<file path="src/pcr_map.svh">
`ifndef PCR_MAP_SVH
`define PCR_MAP_SVH

// subaddresses
`define PCR_ADDR_PASSWORD      8'h10
`define PCR_ADDR_GENERAL       8'h13
`define PCR_ADDR_RESET_PIN     8'h14
`define PCR_ADDR_SWITCH_PROT   8'h15
`define PCR_ADDR_BUCK_ONE      8'h16

// reset values
`define PCR_RST_GENERAL        8'h08
`define PCR_RST_RESET_PIN      8'hc0
`define PCR_RST_SWITCH_PROT    8'h00
`define PCR_RST_BUCK_ONE       8'hab

// writable bits, reserved bits read as zero
`define PCR_MASK_GENERAL       8'hff
`define PCR_MASK_RESET_PIN     8'hcf
`define PCR_MASK_SWITCH_PROT   8'h3f
`define PCR_MASK_BUCK_ONE      8'hbf

// unlock key, value arbitrary
`define PCR_UNLOCK_KEY         8'h7d

// general_config fields
`define PCR_GEN_HOLD_LONG      7
`define PCR_GEN_OUT2_PUSHPULL  6
`define PCR_GEN_PIN1_ROUTE     5
`define PCR_GEN_PG_DELAY_HI    4
`define PCR_GEN_PG_DELAY_LO    3
`define PCR_GEN_TIGHT          2
`define PCR_GEN_LOCKOUT_HI     1
`define PCR_GEN_LOCKOUT_LO     0

// reset_pin_and_limit_config fields
`define PCR_RP_WARM_RESET      7
`define PCR_RP_HYST            6
`define PCR_RP_LIM3_HI         3
`define PCR_RP_LIM3_LO         2
`define PCR_RP_LIM2_HI         1
`define PCR_RP_LIM2_LO         0

// switch_protection_config fields
`define PCR_SP_FAIL_OFF_HI     5
`define PCR_SP_FAIL_OFF_LO     3
`define PCR_SP_DISCH_HI        2
`define PCR_SP_DISCH_LO        0

// buck_one_voltage fields
`define PCR_BK_PULSE_SKIP      7
`define PCR_BK_CODE_HI         5
`define PCR_BK_CODE_LO         0

// timing
`define PCR_CLK_PERIOD_NS      10
`define PCR_TICK_MS            1
`define PCR_TICK_CYCLES        ((`PCR_TICK_MS * 1000000) / `PCR_CLK_PERIOD_NS)
`define PCR_HOLD_SHORT_S       8
`define PCR_HOLD_LONG_S        15
`define PCR_HOLD_SHORT_MS      (`PCR_HOLD_SHORT_S * 1000)
`define PCR_HOLD_LONG_MS       (`PCR_HOLD_LONG_S * 1000)
`define PCR_PG_DELAY0_MS       8'd10
`define PCR_PG_DELAY1_MS       8'd20
`define PCR_PG_DELAY2_MS       8'd50
`define PCR_PG_DELAY3_MS       8'd150
`define PCR_BLANK_MS           3'd5

`endif

</file>
<file path="src/pcr_pkg.sv">
package pcr_pkg;

  typedef struct packed {
    logic [7:0]  general_config;
    logic [7:0]  reset_pin_and_limit_config;
    logic [7:0]  switch_protection_config;
    logic [7:0]  buck_one_voltage;
    logic [5:0]  buck_one_code_applied;
    logic        unlocked;
    logic [7:0]  reg_rdata;
    logic [19:0] tick_div;
    logic        tick;
    logic [1:0]  button_sync;
    logic [1:0]  rails_sync;
    logic [1:0]  fail_sync;
    logic [1:0]  pin_one_sync;
    logic [1:0]  pin_three_sync;
    logic [13:0] hold_ms;
    logic        push_button_reset;
    logic [7:0]  pg_ms;
    logic        power_good;
    logic [2:0]  blank_ms;
    logic        blanking;
  } pcr_state_t;

endpackage

</file>
<file path="src/pcr_config_registers.sv">
`timescale 1ns/1ps
`include "pcr_map.svh"
module pcr_config_registers
  import pcr_pkg::*;
#(
  parameter int unsigned TICK_CYCLES = `PCR_TICK_CYCLES,
  parameter int unsigned HOLD_SHORT  = `PCR_HOLD_SHORT_MS,
  parameter int unsigned HOLD_LONG   = `PCR_HOLD_LONG_MS
) (
  input  wire logic       clk,
  input  wire logic       rst,
  input  wire logic [7:0] reg_addr,
  input  wire logic [7:0] reg_wdata,
  input  wire logic       reg_write,
  input  wire logic       reg_read,
  output logic [7:0]      reg_rdata,
  input  wire logic       voltage_commit,
  input  wire logic       voltage_commit_no_discharge,
  input  wire logic       output_one_level,
  input  wire logic       output_two_level,
  input  wire logic       output_three_level,
  input  wire logic [2:0] switch_enable,
  input  wire logic       push_button_n,
  input  wire logic       rails_in_range,
  input  wire logic       power_fail_out_low,
  input  wire logic       general_pin_one_in,
  output logic            general_pin_one_out,
  output logic            general_pin_one_oe_n,
  output logic            general_output_two_out,
  output logic            general_output_two_oe_n,
  output logic            general_output_two_from_switch_one_supply,
  input  wire logic       general_pin_three_in,
  output logic            general_pin_three_out,
  output logic            general_pin_three_oe_n,
  output logic            buck_warm_reset,
  output logic            push_button_reset,
  output logic            power_good,
  output logic            tight_limits,
  output logic            overvoltage_monitor_en,
  output logic            undervoltage_monitor_en,
  output logic [1:0]      undervoltage_lockout_level,
  output logic            lockout_hysteresis_select,
  output logic [1:0]      switch_three_limit,
  output logic [1:0]      switch_two_limit,
  output logic [2:0]      switch_on,
  output logic [2:0]      switch_discharge,
  output logic [5:0]      buck_one_code,
  output logic            pulse_skip_enable
);

  pcr_state_t s;
  pcr_state_t next_s;

  function automatic logic [7:0] pcr_pg_delay(input logic [1:0] sel);
    unique case (sel)
      2'h0: pcr_pg_delay = `PCR_PG_DELAY0_MS;
      2'h1: pcr_pg_delay = `PCR_PG_DELAY1_MS;
      2'h2: pcr_pg_delay = `PCR_PG_DELAY2_MS;
      2'h3: pcr_pg_delay = `PCR_PG_DELAY3_MS;
    endcase
  endfunction

  function automatic logic pcr_protected(input logic [7:0] addr);
    pcr_protected = (addr == `PCR_ADDR_GENERAL) || (addr == `PCR_ADDR_RESET_PIN) ||
                    (addr == `PCR_ADDR_SWITCH_PROT) || (addr == `PCR_ADDR_BUCK_ONE);
  endfunction

  logic        wr_ok;
  logic [13:0] hold_target;
  logic        pin_one_route;
  logic        warm_reset_en;
  logic        pin_one_level;
  logic        out_two_level;
  logic [2:0]  fail_off;

  assign pin_one_route = s.general_config[`PCR_GEN_PIN1_ROUTE];
  assign warm_reset_en = s.reset_pin_and_limit_config[`PCR_RP_WARM_RESET];
  assign fail_off = s.switch_protection_config[`PCR_SP_FAIL_OFF_HI:`PCR_SP_FAIL_OFF_LO];
  assign wr_ok = reg_write && s.unlocked && pcr_protected(reg_addr);
  assign hold_target = s.general_config[`PCR_GEN_HOLD_LONG] ?
                       14'(HOLD_LONG) : 14'(HOLD_SHORT);

  always_comb begin
    next_s = s;
    next_s.tick = 1'b0;
    if (s.tick_div == 20'(TICK_CYCLES - 1)) begin
      next_s.tick_div = 20'h00000;
      next_s.tick = 1'b1;
    end else begin
      next_s.tick_div = s.tick_div + 20'h00001;
    end

    next_s.button_sync = {s.button_sync[0], push_button_n};
    next_s.rails_sync = {s.rails_sync[0], rails_in_range};
    next_s.fail_sync = {s.fail_sync[0], power_fail_out_low};
    next_s.pin_one_sync = {s.pin_one_sync[0], general_pin_one_in};
    next_s.pin_three_sync = {s.pin_three_sync[0], general_pin_three_in};

    // unlock lasts for the next write only
    if (reg_write) begin
      next_s.unlocked = (reg_addr == `PCR_ADDR_PASSWORD) &&
                        (reg_wdata == `PCR_UNLOCK_KEY);
    end

    if (wr_ok) begin
      unique case (reg_addr)
        `PCR_ADDR_GENERAL:
          next_s.general_config = reg_wdata & `PCR_MASK_GENERAL;
        `PCR_ADDR_RESET_PIN:
          next_s.reset_pin_and_limit_config = reg_wdata & `PCR_MASK_RESET_PIN;
        `PCR_ADDR_SWITCH_PROT:
          next_s.switch_protection_config = reg_wdata & `PCR_MASK_SWITCH_PROT;
        `PCR_ADDR_BUCK_ONE: begin
          next_s.buck_one_voltage = reg_wdata & `PCR_MASK_BUCK_ONE;
          next_s.blanking = 1'b1;
          next_s.blank_ms = 3'h0;
        end
        default: ;
      endcase
    end

    if (reg_read) begin
      unique case (reg_addr)
        `PCR_ADDR_GENERAL:     next_s.reg_rdata = s.general_config;
        `PCR_ADDR_RESET_PIN:   next_s.reg_rdata = s.reset_pin_and_limit_config;
        `PCR_ADDR_SWITCH_PROT: next_s.reg_rdata = s.switch_protection_config;
        `PCR_ADDR_BUCK_ONE:    next_s.reg_rdata = s.buck_one_voltage;
        default:               next_s.reg_rdata = 8'h00;
      endcase
    end

    if (voltage_commit || voltage_commit_no_discharge) begin
      next_s.buck_one_code_applied =
        s.buck_one_voltage[`PCR_BK_CODE_HI:`PCR_BK_CODE_LO];
    end

    // blanking restarts on a write in the same cycle as its expiry
    if (s.blanking && s.tick && !(wr_ok && reg_addr == `PCR_ADDR_BUCK_ONE)) begin
      if (s.blank_ms == `PCR_BLANK_MS - 3'h1) begin
        next_s.blanking = 1'b0;
      end else begin
        next_s.blank_ms = s.blank_ms + 3'h1;
      end
    end

    if (s.button_sync[1]) begin
      next_s.hold_ms = 14'h0000;
      next_s.push_button_reset = 1'b0;
    end else if (s.hold_ms >= hold_target) begin
      next_s.push_button_reset = 1'b1;
    end else if (s.tick) begin
      next_s.hold_ms = s.hold_ms + 14'h0001;
    end

    if (!s.rails_sync[1]) begin
      next_s.power_good = 1'b0;
      next_s.pg_ms = 8'h00;
    end else if (!s.power_good) begin
      if (s.pg_ms >= pcr_pg_delay(
            s.general_config[`PCR_GEN_PG_DELAY_HI:`PCR_GEN_PG_DELAY_LO])) begin
        next_s.power_good = 1'b1;
      end else if (s.tick) begin
        next_s.pg_ms = s.pg_ms + 8'h01;
      end
    end
  end

  always_ff @(posedge clk or posedge rst) begin
    if (rst) begin
      s <= '0;
      s.general_config <= `PCR_RST_GENERAL;
      s.reset_pin_and_limit_config <= `PCR_RST_RESET_PIN;
      s.switch_protection_config <= `PCR_RST_SWITCH_PROT;
      s.buck_one_voltage <= `PCR_RST_BUCK_ONE;
      s.buck_one_code_applied <= 6'(`PCR_RST_BUCK_ONE);
      // pins start at their inactive level
      s.button_sync <= 2'h3;
      s.fail_sync <= 2'h3;
      s.pin_three_sync <= 2'h3;
    end else begin
      s <= next_s;
    end
  end

  assign reg_rdata = s.reg_rdata;

  // pin one: open-drain output, or input steering output two
  assign general_pin_one_out = 1'b0;
  assign general_pin_one_oe_n = pin_one_route | output_one_level;
  assign pin_one_level = s.pin_one_sync[1];
  assign out_two_level = pin_one_route ? pin_one_level : output_two_level;

  // output two: push-pull high level comes from switch one supply
  always_comb begin
    if (s.general_config[`PCR_GEN_OUT2_PUSHPULL]) begin
      general_output_two_out = out_two_level;
      general_output_two_oe_n = 1'b0;
    end else begin
      general_output_two_out = 1'b0;
      general_output_two_oe_n = out_two_level;
    end
  end
  assign general_output_two_from_switch_one_supply =
    s.general_config[`PCR_GEN_OUT2_PUSHPULL];

  // pin three: open-drain output or warm-reset input
  assign general_pin_three_out = 1'b0;
  assign general_pin_three_oe_n = warm_reset_en | output_three_level;
  assign buck_warm_reset = warm_reset_en & ~s.pin_three_sync[1];

  assign push_button_reset = s.push_button_reset;
  assign power_good = s.power_good;

  assign tight_limits = s.general_config[`PCR_GEN_TIGHT];
  assign overvoltage_monitor_en = s.general_config[`PCR_GEN_TIGHT] & ~s.blanking;
  assign undervoltage_monitor_en = ~s.blanking;
  assign undervoltage_lockout_level =
    s.general_config[`PCR_GEN_LOCKOUT_HI:`PCR_GEN_LOCKOUT_LO];
  assign lockout_hysteresis_select = s.reset_pin_and_limit_config[`PCR_RP_HYST];
  assign switch_three_limit =
    s.reset_pin_and_limit_config[`PCR_RP_LIM3_HI:`PCR_RP_LIM3_LO];
  assign switch_two_limit =
    s.reset_pin_and_limit_config[`PCR_RP_LIM2_HI:`PCR_RP_LIM2_LO];

  genvar i;
  generate
    for (i = 0; i < 3; i++) begin : g_switch
      assign switch_on[i] = switch_enable[i] & ~(fail_off[i] & ~s.fail_sync[1]);
      assign switch_discharge[i] =
        s.switch_protection_config[`PCR_SP_DISCH_LO + i] & ~switch_on[i];
    end
  endgenerate

  assign buck_one_code = s.buck_one_code_applied;
  assign pulse_skip_enable = s.buck_one_voltage[`PCR_BK_PULSE_SKIP];

endmodule

</file>
<file path="config.mk">
export PLATFORM = sky130hd
export DESIGN_NAME = pcr_config_registers
export DESIGN_NICKNAME = d
export VERILOG_FILES = /design/src/pcr_pkg.sv /design/src/pcr_config_registers.sv
export VERILOG_INCLUDE_DIRS = /design/src
export SDC_FILE = /design/constraint.sdc
export NUM_CORES = 1
export LEC_CHECK = 0
export ABC_AREA = 1
export ABC_CLOCK_PERIOD_IN_PS = 5850
export CAP_MARGIN = 20
export CORE_MARGIN = 5
export CORE_UTILIZATION = 65
export DETAILED_ROUTE_END_ITERATION = 12
export DONT_BUFFER_PORTS = 1
export HOLD_SLACK_MARGIN = 0.15
export PLACE_DENSITY_LB_ADDON = 0.15
export SYNTH_ARGS = -nofsm -noshare
export SYNTH_HDL_FRONTEND = slang
export SYNTH_SLANG_ARGS = --single-unit
</file>
<file path="constraint.sdc">
create_clock -name clk -period 5.85 [get_ports clk]
set_input_delay 1.17 -clock clk [delete_from_list [all_inputs] [get_ports clk]]
set_output_delay 1.17 -clock clk [all_outputs]
set_load 0.01 [all_outputs]
</file>
# [After elaboration in Yosys (flattened, before gate mapping)]
# Index checks and enable logic that the tools add are counted.
[op_classes] add_sub_neg=4 order_cmp=2 n_eq_ne=15 mux=24 bitwise=22 n_reduce_logical=20
[ops] operator="$pmux 8 s4" n=2
[ops] operator="$mux 14" n=3
[ops] operator="$eq 8x5->1 const B" n=5
[ops] operator="$mux 8" n=4
[ops] operator="$add 20x1->20 const B" n=1
[ops] operator="$eq 20x17->1 const B" n=1
[ops] operator="$mux 20" n=1
[ops] operator="$mux 9" n=2
[ops] operator="$mux 15" n=1
[ops] operator="$add 14x1->14 const B" n=1
[ops] operator="$ge 14x14->1" n=1
[ops] operator="$mux 4" n=3
[ops] operator="$and 1x1->1" n=11
[ops] operator="$reduce_and 2->1" n=5
[ops] operator="$not 1->1" n=9
[ops] operator="$add 8x1->8 const B" n=1
[ops] operator="$eq 8x7->1 const B" n=1
[ops] operator="$ge 8x8->1" n=1
[ops] operator="$mux 1" n=7
[ops] operator="$logic_and 1x1->1" n=6
[ops] operator="$ne 2x2->1 const B" n=3
[ops] operator="$eq 2x2->1 const B" n=2
[ops] operator="$logic_or 1x1->1" n=4
[ops] operator="$reduce_bool 2->1" n=2
[ops] operator="other kinds (9)" n=10
[word_totals] regBits=101 inputBits=33

# [Depth between registers and ports, before layout]
# Gate-level depths: netlist (run 1).
[depth] ltp_word=9 ltp_mapped=13 ltp_nobuf=12

# [Worst setup path after synthesis (run 1)]
# OpenSTA, ideal clock, no wires.
[synth_timing] path_kind="input to output" startpoint="in switch_enable[0]" endpoint="out switch_discharge[0]" arrival_ns=1.662 t_required_ns=4.680 slack_ns=3.018 cell_stages=2 cell_sequence="a21boi_0 nor2_1"
[synth_via] elab_chain_len=3
[synth_rtl] element="start: declaration" line_no="pcr_config_registers.sv:22" rtl="input wire logic [2:0] switch_enable,"
[synth_rtl] element="$and 1x1->1" line_no="pcr_config_registers.sv:228" rtl="assign switch_on[i] = switch_enable[i] & ~(fail_off[i] & ~s.fail_sync[1]);"
[synth_rtl] element="$not 1->1" line_no="pcr_config_registers.sv:230" rtl="s.switch_protection_config[`PCR_SP_DISCH_LO + i] & ~switch_on[i];"
[synth_rtl] element="$and 1x1->1" line_no="pcr_config_registers.sv:230"
[synth_rtl] element="end: declaration" line_no="pcr_config_registers.sv:46" rtl="output logic [2:0] switch_discharge,"
# No other way between the ends.

# [Worst setup path after layout (run 1)]
[layout_timing] startpoint="in switch_enable[1]" endpoint="out switch_discharge[1]"
# The elaborated chain is that of the path after synthesis.

==> results of run 1 <==
## cells in the mapped netlist (6+ instances only)
cell / count / area (um^2)
nand3_1: 35 / 175
ha_1: 19 / 238
buf_4: 24 / 180
nand4_1: 25 / 156
nor3_1: 7 / 35.0
a21oi_1: 15 / 75.1
nand3_2: 6 / 60.1
xor2_1: 16 / 140
dfstp_2: 18 / 473
nor2_1: 78 / 293
nand2_1: 210 / 788
inv_1: 85 / 319
o21ai_0: 19 / 95.1
dfrtp_1: 83 / 2080
o21ai_2: 20 / 175
## how the worst max path moves through the flow
stage / start / end / slack [ns] / depth (start not counted)
floorplan: rst / asynchronous set/reset pin / 2.06 / 1
global placement: switch_enable[1] / switch_discharge[1] / 2.87 / 2
detailed placement: switch_enable[1] / switch_discharge[1] / 2.87 / 2
CTS: switch_enable[1] / switch_discharge[1] / 2.87 / 2
global route: switch_enable[1] / switch_discharge[1] / 2.79 / 2
finish: switch_enable[1] / switch_discharge[1] / 2.88 / 2
## through the flow
stage	hold WS [ns]	worst slack [ns]	cell area (um^2)	util	power (uW)
6_report	0.354	2.88	5840	0.673	1150
4_1_cts	0.357	2.87	5840	0.673	1160
2_1_floorplan	0.331	2.06	5780	-	766
3_3_place_gp	0.338	2.87	5670	0.654	771
5_1_grt	0.361	2.79	5840	0.673	1210
3_5_place_dp	0.338	2.87	5670	0.654	772
## state kept, by name, indices dropped and copies added, names as in the netlist, named ones only
name                                       cells
reg_rdata                                      8
undervoltage_lockout_level                     2
tight_limits                                   1
pin_one_route                                  1
switch_two_limit                               2
pulse_skip_enable                              1
switch_three_limit                             2
push_button_reset                              1
buck_one_code                                  6
pin_one_level                                  1
lockout_hysteresis_select                      1
next_s                                         5
general_output_two_from_switch_one_supply      1
s                                             64
power_good                                     1
fail_off                                       3
## kinds of logic after synthesis
logic type	share of synthesized area
xor gates and xnor gates	0.0319
AOI/OAI and AO/OA	0.0750
and+or+nand+nor	0.306
other	0.000650
muxes	0.00173
buffers and inverters	0.101
DFF	0.442
adders and majority gates	0.0412
## cell type report
cell class	count	area share
inverter	90	0.0582
clock buffer	11	0.0225
timing repair buffer	1	0.00128
clock inverter	5	0.00642
multi-input combinational	502	0.452
tap	108	0.0231
sequential	101	0.436
## power groups by stage
stage	clock, uW	sequential, uW	combinational [uW]
3_5_place_dp	0	728	44.1
5_1_grt	442	717	50.0
3_3_place_gp	0	728	42.8
4_1_cts	402	715	44.1
6_report	394	715	43.0
2_1_floorplan	0	724	41.9
## per-layer routing
metal / up-vias / track usage / wire [um]
met3: 23 / 0.0559 / 705
met1: 2122 / 0.318 / 5460
li1: 2242 / - / -
met2: 113 / 0.361 / 5580
met5: - / 0 / 0
met4: 0 / 0.0805 / 235
==> flow_summary.yaml, run 1 <==
clock_tree:
  cts-resized-gates: 0
  h-tree-depth: 3
  clkLatencyLatePin_ns: 0.36
  post-cts-setup-buffers: 0
  path_clk_slew_ns: 0.08
  cts_buffer_depth: 2
  clock_sinks: 101
  holdBufCountCts: 0
  cts_root_buf: "clkbuf_8"
  cts_tree: "built"
  cts_buffers: 9
timing:
  timing.fmax_mhz: 337
  skew_ns: 0.0176
  slew_viol_final: 0
  fin_tns_setup_ns: 0
  maxSlewHeadroom: 0.475
  worst_pin_slew_ns: 0.787
  fin_crit_sh: 0.508
  period_needed_ns: 2.97
  finalHoldViolations: 0
  setup_viol: 0
  rsz0062_at_grt: "false"
finish:
  mostFrequentLayoutCell: "nand2_1"
  nets: 757
  multiInputGateArea_mm2: 0.00264
  instances_no_fill: 818
  seq_area_mm2: 0.00255
  final_cell_mix: "nand2_1, inv_1, dfrtp_1"
  n_antenna_cell: 0
  syn2layout_area_growth_pct: 1.21
  fillCellCount: 736
  layout-drive-gt1-share: 0.118
power_and_ir_drop:
  combPwrFrac: 0.037
  pwr-share-clk: 0.342
  switching_share: 0.243
  powerDensity_mw_per_mm2: 197
  ir_drop_v: 0.000128
  leakage_uw: 0.00291
  p_int_uw: 872
  switchingPower_uw: 280
  power_frac_seq: 0.621
die:
  std_cell_rows: 34
  core_mm2: 0.00868
  die_area_mm2: 0.0109
  die_w_um: 104
  io_pins: 74
  die_y_um: 104
  initial_core_util: 0.665
synthesis:
  synthesis.area_mm2: 0.00577
  synth_cells: 727
  synth_flop_cell: "dfrtp_1"
  yosys_register_bits: 101
  synth-seq-area-share: 0.442
  yosysWarnings: 0
  yosysUniqueCellTypes: 39
  async_flop_share: 1.00
  synth_edf_count: 0
  avgSynthCellArea_um2: 7.94
routing:
  via_count: 4500
  drcViolationCount: 0
  drt_iter0_drc: 230
  wl_per_cell_um: 14.6
  drt-total-wl_mm: 12.0
  postRouteAntennaNets: 0
  vias_per_cell: 5.50
  first_pass_iters: 5
setup_path:
  cp_top_family: "compound AO/OA/AOI/OAI gates"
  r2r-start: "s[101]"
  worstPathCellList: "a21boi_0 -> nor2_1"
  cp_max_fo: 2
  arrival_ns: 1.80
  path_buf_inv: 0
  crit_path_max_incr_delay_ns: 0.46
  cp-end-kind: "primary output"
  startpoint_type: "input pin"
  r2r_cells: 11
  worst-setup-path-type: "in2out"
  crit_required_ns: 4.68
  r2r_end: "s[11]"
  r2r_slack_ns: 3.64
  slowest_stage: "a21boi_0"
flow_run:
  max_cap_viol_count: 0
worst_hold_path:
  whs_endpoint: "s[35]"
  whs_path_depth: 0
  hp-class: "reg2reg"
  hp-start: "next_s[35]"
placement:
  dpl.hpwl_mm: 9.15
  io_buffers: 0
  finalWeightedCongestion: 0.884
  dp.cells: 802
global_route:
  grt_pass1_wl_mm: 20.9
  grt_pass1_vias: 4375
  antenna_found_initial: 0
  gr-total-overflow: 0
  grt_max_degree: 66
  grt_usage: 0.232
status:
  outcome: "finished, final reports clean"
No activity file was read; power rests on OpenSTA's default activity.
==> inputs of run 2 (changes only) <==
ABC_AREA = 0   (was 1)
ABC_CLOCK_PERIOD_IN_PS = 3000   (was 5850)
CORE_UTILIZATION = 64   (was 65)
clock period = 3 ns   (was 5.85 ns; I/O delays follow)
==> flow_summary.yaml, run 2 <==
routing:
  wl_per_cell_um: 17.9
  drcViolationCount: 0
  drt-total-wl_mm: 10.4
  drt_iter0_drc: 144
  via_count: 3533
  vias_per_cell: 6.06
  postRouteAntennaNets: 0
  first_pass_iters: 4
setup_path:
  crit_path_max_incr_delay_ns: 0.63
  path_buf_inv: 1
  slowest_stage: "or4_1"
  worstPathCellList: "inv_1 -> nand2_1 -> ha_1 -> a211o_1 -> nand2_1 -> nand3_1 -> or4_1 -> a21oi_1"
  startpoint_type: "register"
  worst-setup-path-type: "reg2reg"
  cpMostUsedCell: "nand2_1"
  arrival_ns: 2.79
  cp-end-kind: "register"
  r2r_slack_ns: 0.50
  cp_top_family: "simple AND/OR/NAND/NOR gates"
  crit_required_ns: 3.29
  cp_max_fo: 16
synthesis:
  avgSynthCellArea_um2: 10.6
  yosys.area.top_type: "dfrtp_1"
  synth_cells: 493
  ys_top_cells_by_area: "dfrtp_1, dfstp_2, mux2_2, ha_1, buf_4"
  yosysUniqueCellTypes: 54
  synth_flop_cell: "dfrtp_1"
  synth_common_cells: "dfrtp_1, mux2_2, nor2_1"
  synth-seq-area-share: 0.490
  yosys_register_bits: 101
  synth_edf_count: 0
  synth_most_common_cell: "dfrtp_1"
  synth_top_cell_area_share: 0.399
  synthesis.area_mm2: 0.00521
  yosysWarnings: 0
  async_flop_share: 1.00
placement:
  io_buffers: 0
  post-place-ws_ns: 0.523
  finalWeightedCongestion: 0.870
  dpl_cell_area_mm2: 0.00516
  dpl.hpwl_mm: 7.61
finish:
  mostFrequentLayoutCell: "dfrtp_1"
  fillCellCount: 632
  layout-drive-gt1-share: 0.172
  largest_reg_flops: 64
  syn2layout_area_growth_pct: 3.03
  final_cell_mix: "dfrtp_1, mux2_2, nor2_1"
  nets: 525
  regMostFlops: "s"
  fin_area_mm2: 0.00537
  n_antenna_cell: 0
worst_hold_path:
  hp-class: "in2async"
power_and_ir_drop:
  leakage_uw: 0.00232
  powerDensity_mw_per_mm2: 425
  ir_drop_v: 0.000323
global_route:
  grt_pass1_vias: 3605
  grt_usage: 0.218
  gr-total-overflow: 0
  grt_pass1_wl_mm: 17.5
  antenna_found_initial: 0
  grt_max_degree: 58
die:
  die_w_um: 100
  die_y_um: 100
  die_area_mm2: 0.0100
  io_pins: 74
  core_mm2: 0.00805
  std_cell_rows: 33
  initial_core_util: 0.647
timing:
  skew_ns: 0.0113
  rsz0062_at_grt: "false"
  finalHoldViolations: 0
  fin_tns_setup_ns: 0
  worst_pin_slew_ns: 0.647
  setup_viol: 0
  timing.final.ws_setup_ns: 0.498
  fin_crit_sh: 0.834
  period_needed_ns: 2.50
  timing.fmax_mhz: 400
  slew_viol_final: 0
  maxSlewHeadroom: 0.569
clock_tree:
  h-tree-depth: 3
  cts_tree: "built"
  cts_buffer_depth: 2
  clkLatencyLatePin_ns: 0.37
  cts-resized-gates: 0
  path_clk_slew_ns: 0.10
  post-cts-setup-buffers: 0
  cts_buffers: 9
  holdBufCountCts: 0
  clock_sinks: 101
  cts_root_buf: "clkbuf_8"
status:
  outcome: "finished, final reports clean"
flow_run:
  max_cap_viol_count: 0
==> run 2: metal layers <==
metal	up-vias	track usage	routed length, um
li1	1703	-	-
met1	1748	0.293	4640
met2	70	0.356	5120
met3	12	0.0486	538
met4	0	0.0611	114
met5	-	0	0
==> run 2: layout make-up <==
cell class / count / area [um^2] / area share
sequential: 101 / 2550 / 0.475
inverter: 26 / 101 / 0.0189
tap: 105 / 131 / 0.0245
multi-input combinational: 331 / 2340 / 0.436
clock inverter: 7 / 77.6 / 0.0145
clock buffer: 9 / 124 / 0.0231
timing repair buffer: 4 / 42.5 / 0.00793
==> run 2: stage by stage <==
stage,power (uW),hold WS [ns],cells,utilization
floorplan,1460,0.331,494,-
global placement,1460,0.340,567,0.641
detailed placement,1460,0.346,567,0.641
CTS,2310,0.169,583,0.667
global route,2370,0.178,583,0.667
finish,2280,0.175,583,0.667
==> run 2: final timing paths <==
path                                          from    endpoint  cells after the start
worst max-delay path                        s[101]        s[8]                      8
worst min-delay path                           rst       s[47]                      2
worst max register to register              s[101]        s[8]                      8
worst min register to register          next_s[37]       s[37]                      0
max in group asynchronous                      rst      s[101]                      2
min in group clk                power_fail_out_low  next_s[33]                      0
==> run 2: report_power, final <==
| group | internal [uW] | total (uW) | switching (uW) |
|---|---|---|---|
| clock | 330 | 843 | 513 |
| sequential | 1370 | 1380 | 6.60 |
| combinational | 14.9 | 57.1 | 42.1 |
==> run 2: kinds of logic after synthesis <==
family	after synthesis	share of synthesized area
compound gates	82	0.0978
flops	101	0.490
simple gates	168	0.186
fa+ha+maj	19	0.0456
xor+xnor	20	0.0336
buf+inv	62	0.0620
other cells	1	0.000720
mux	40	0.0850
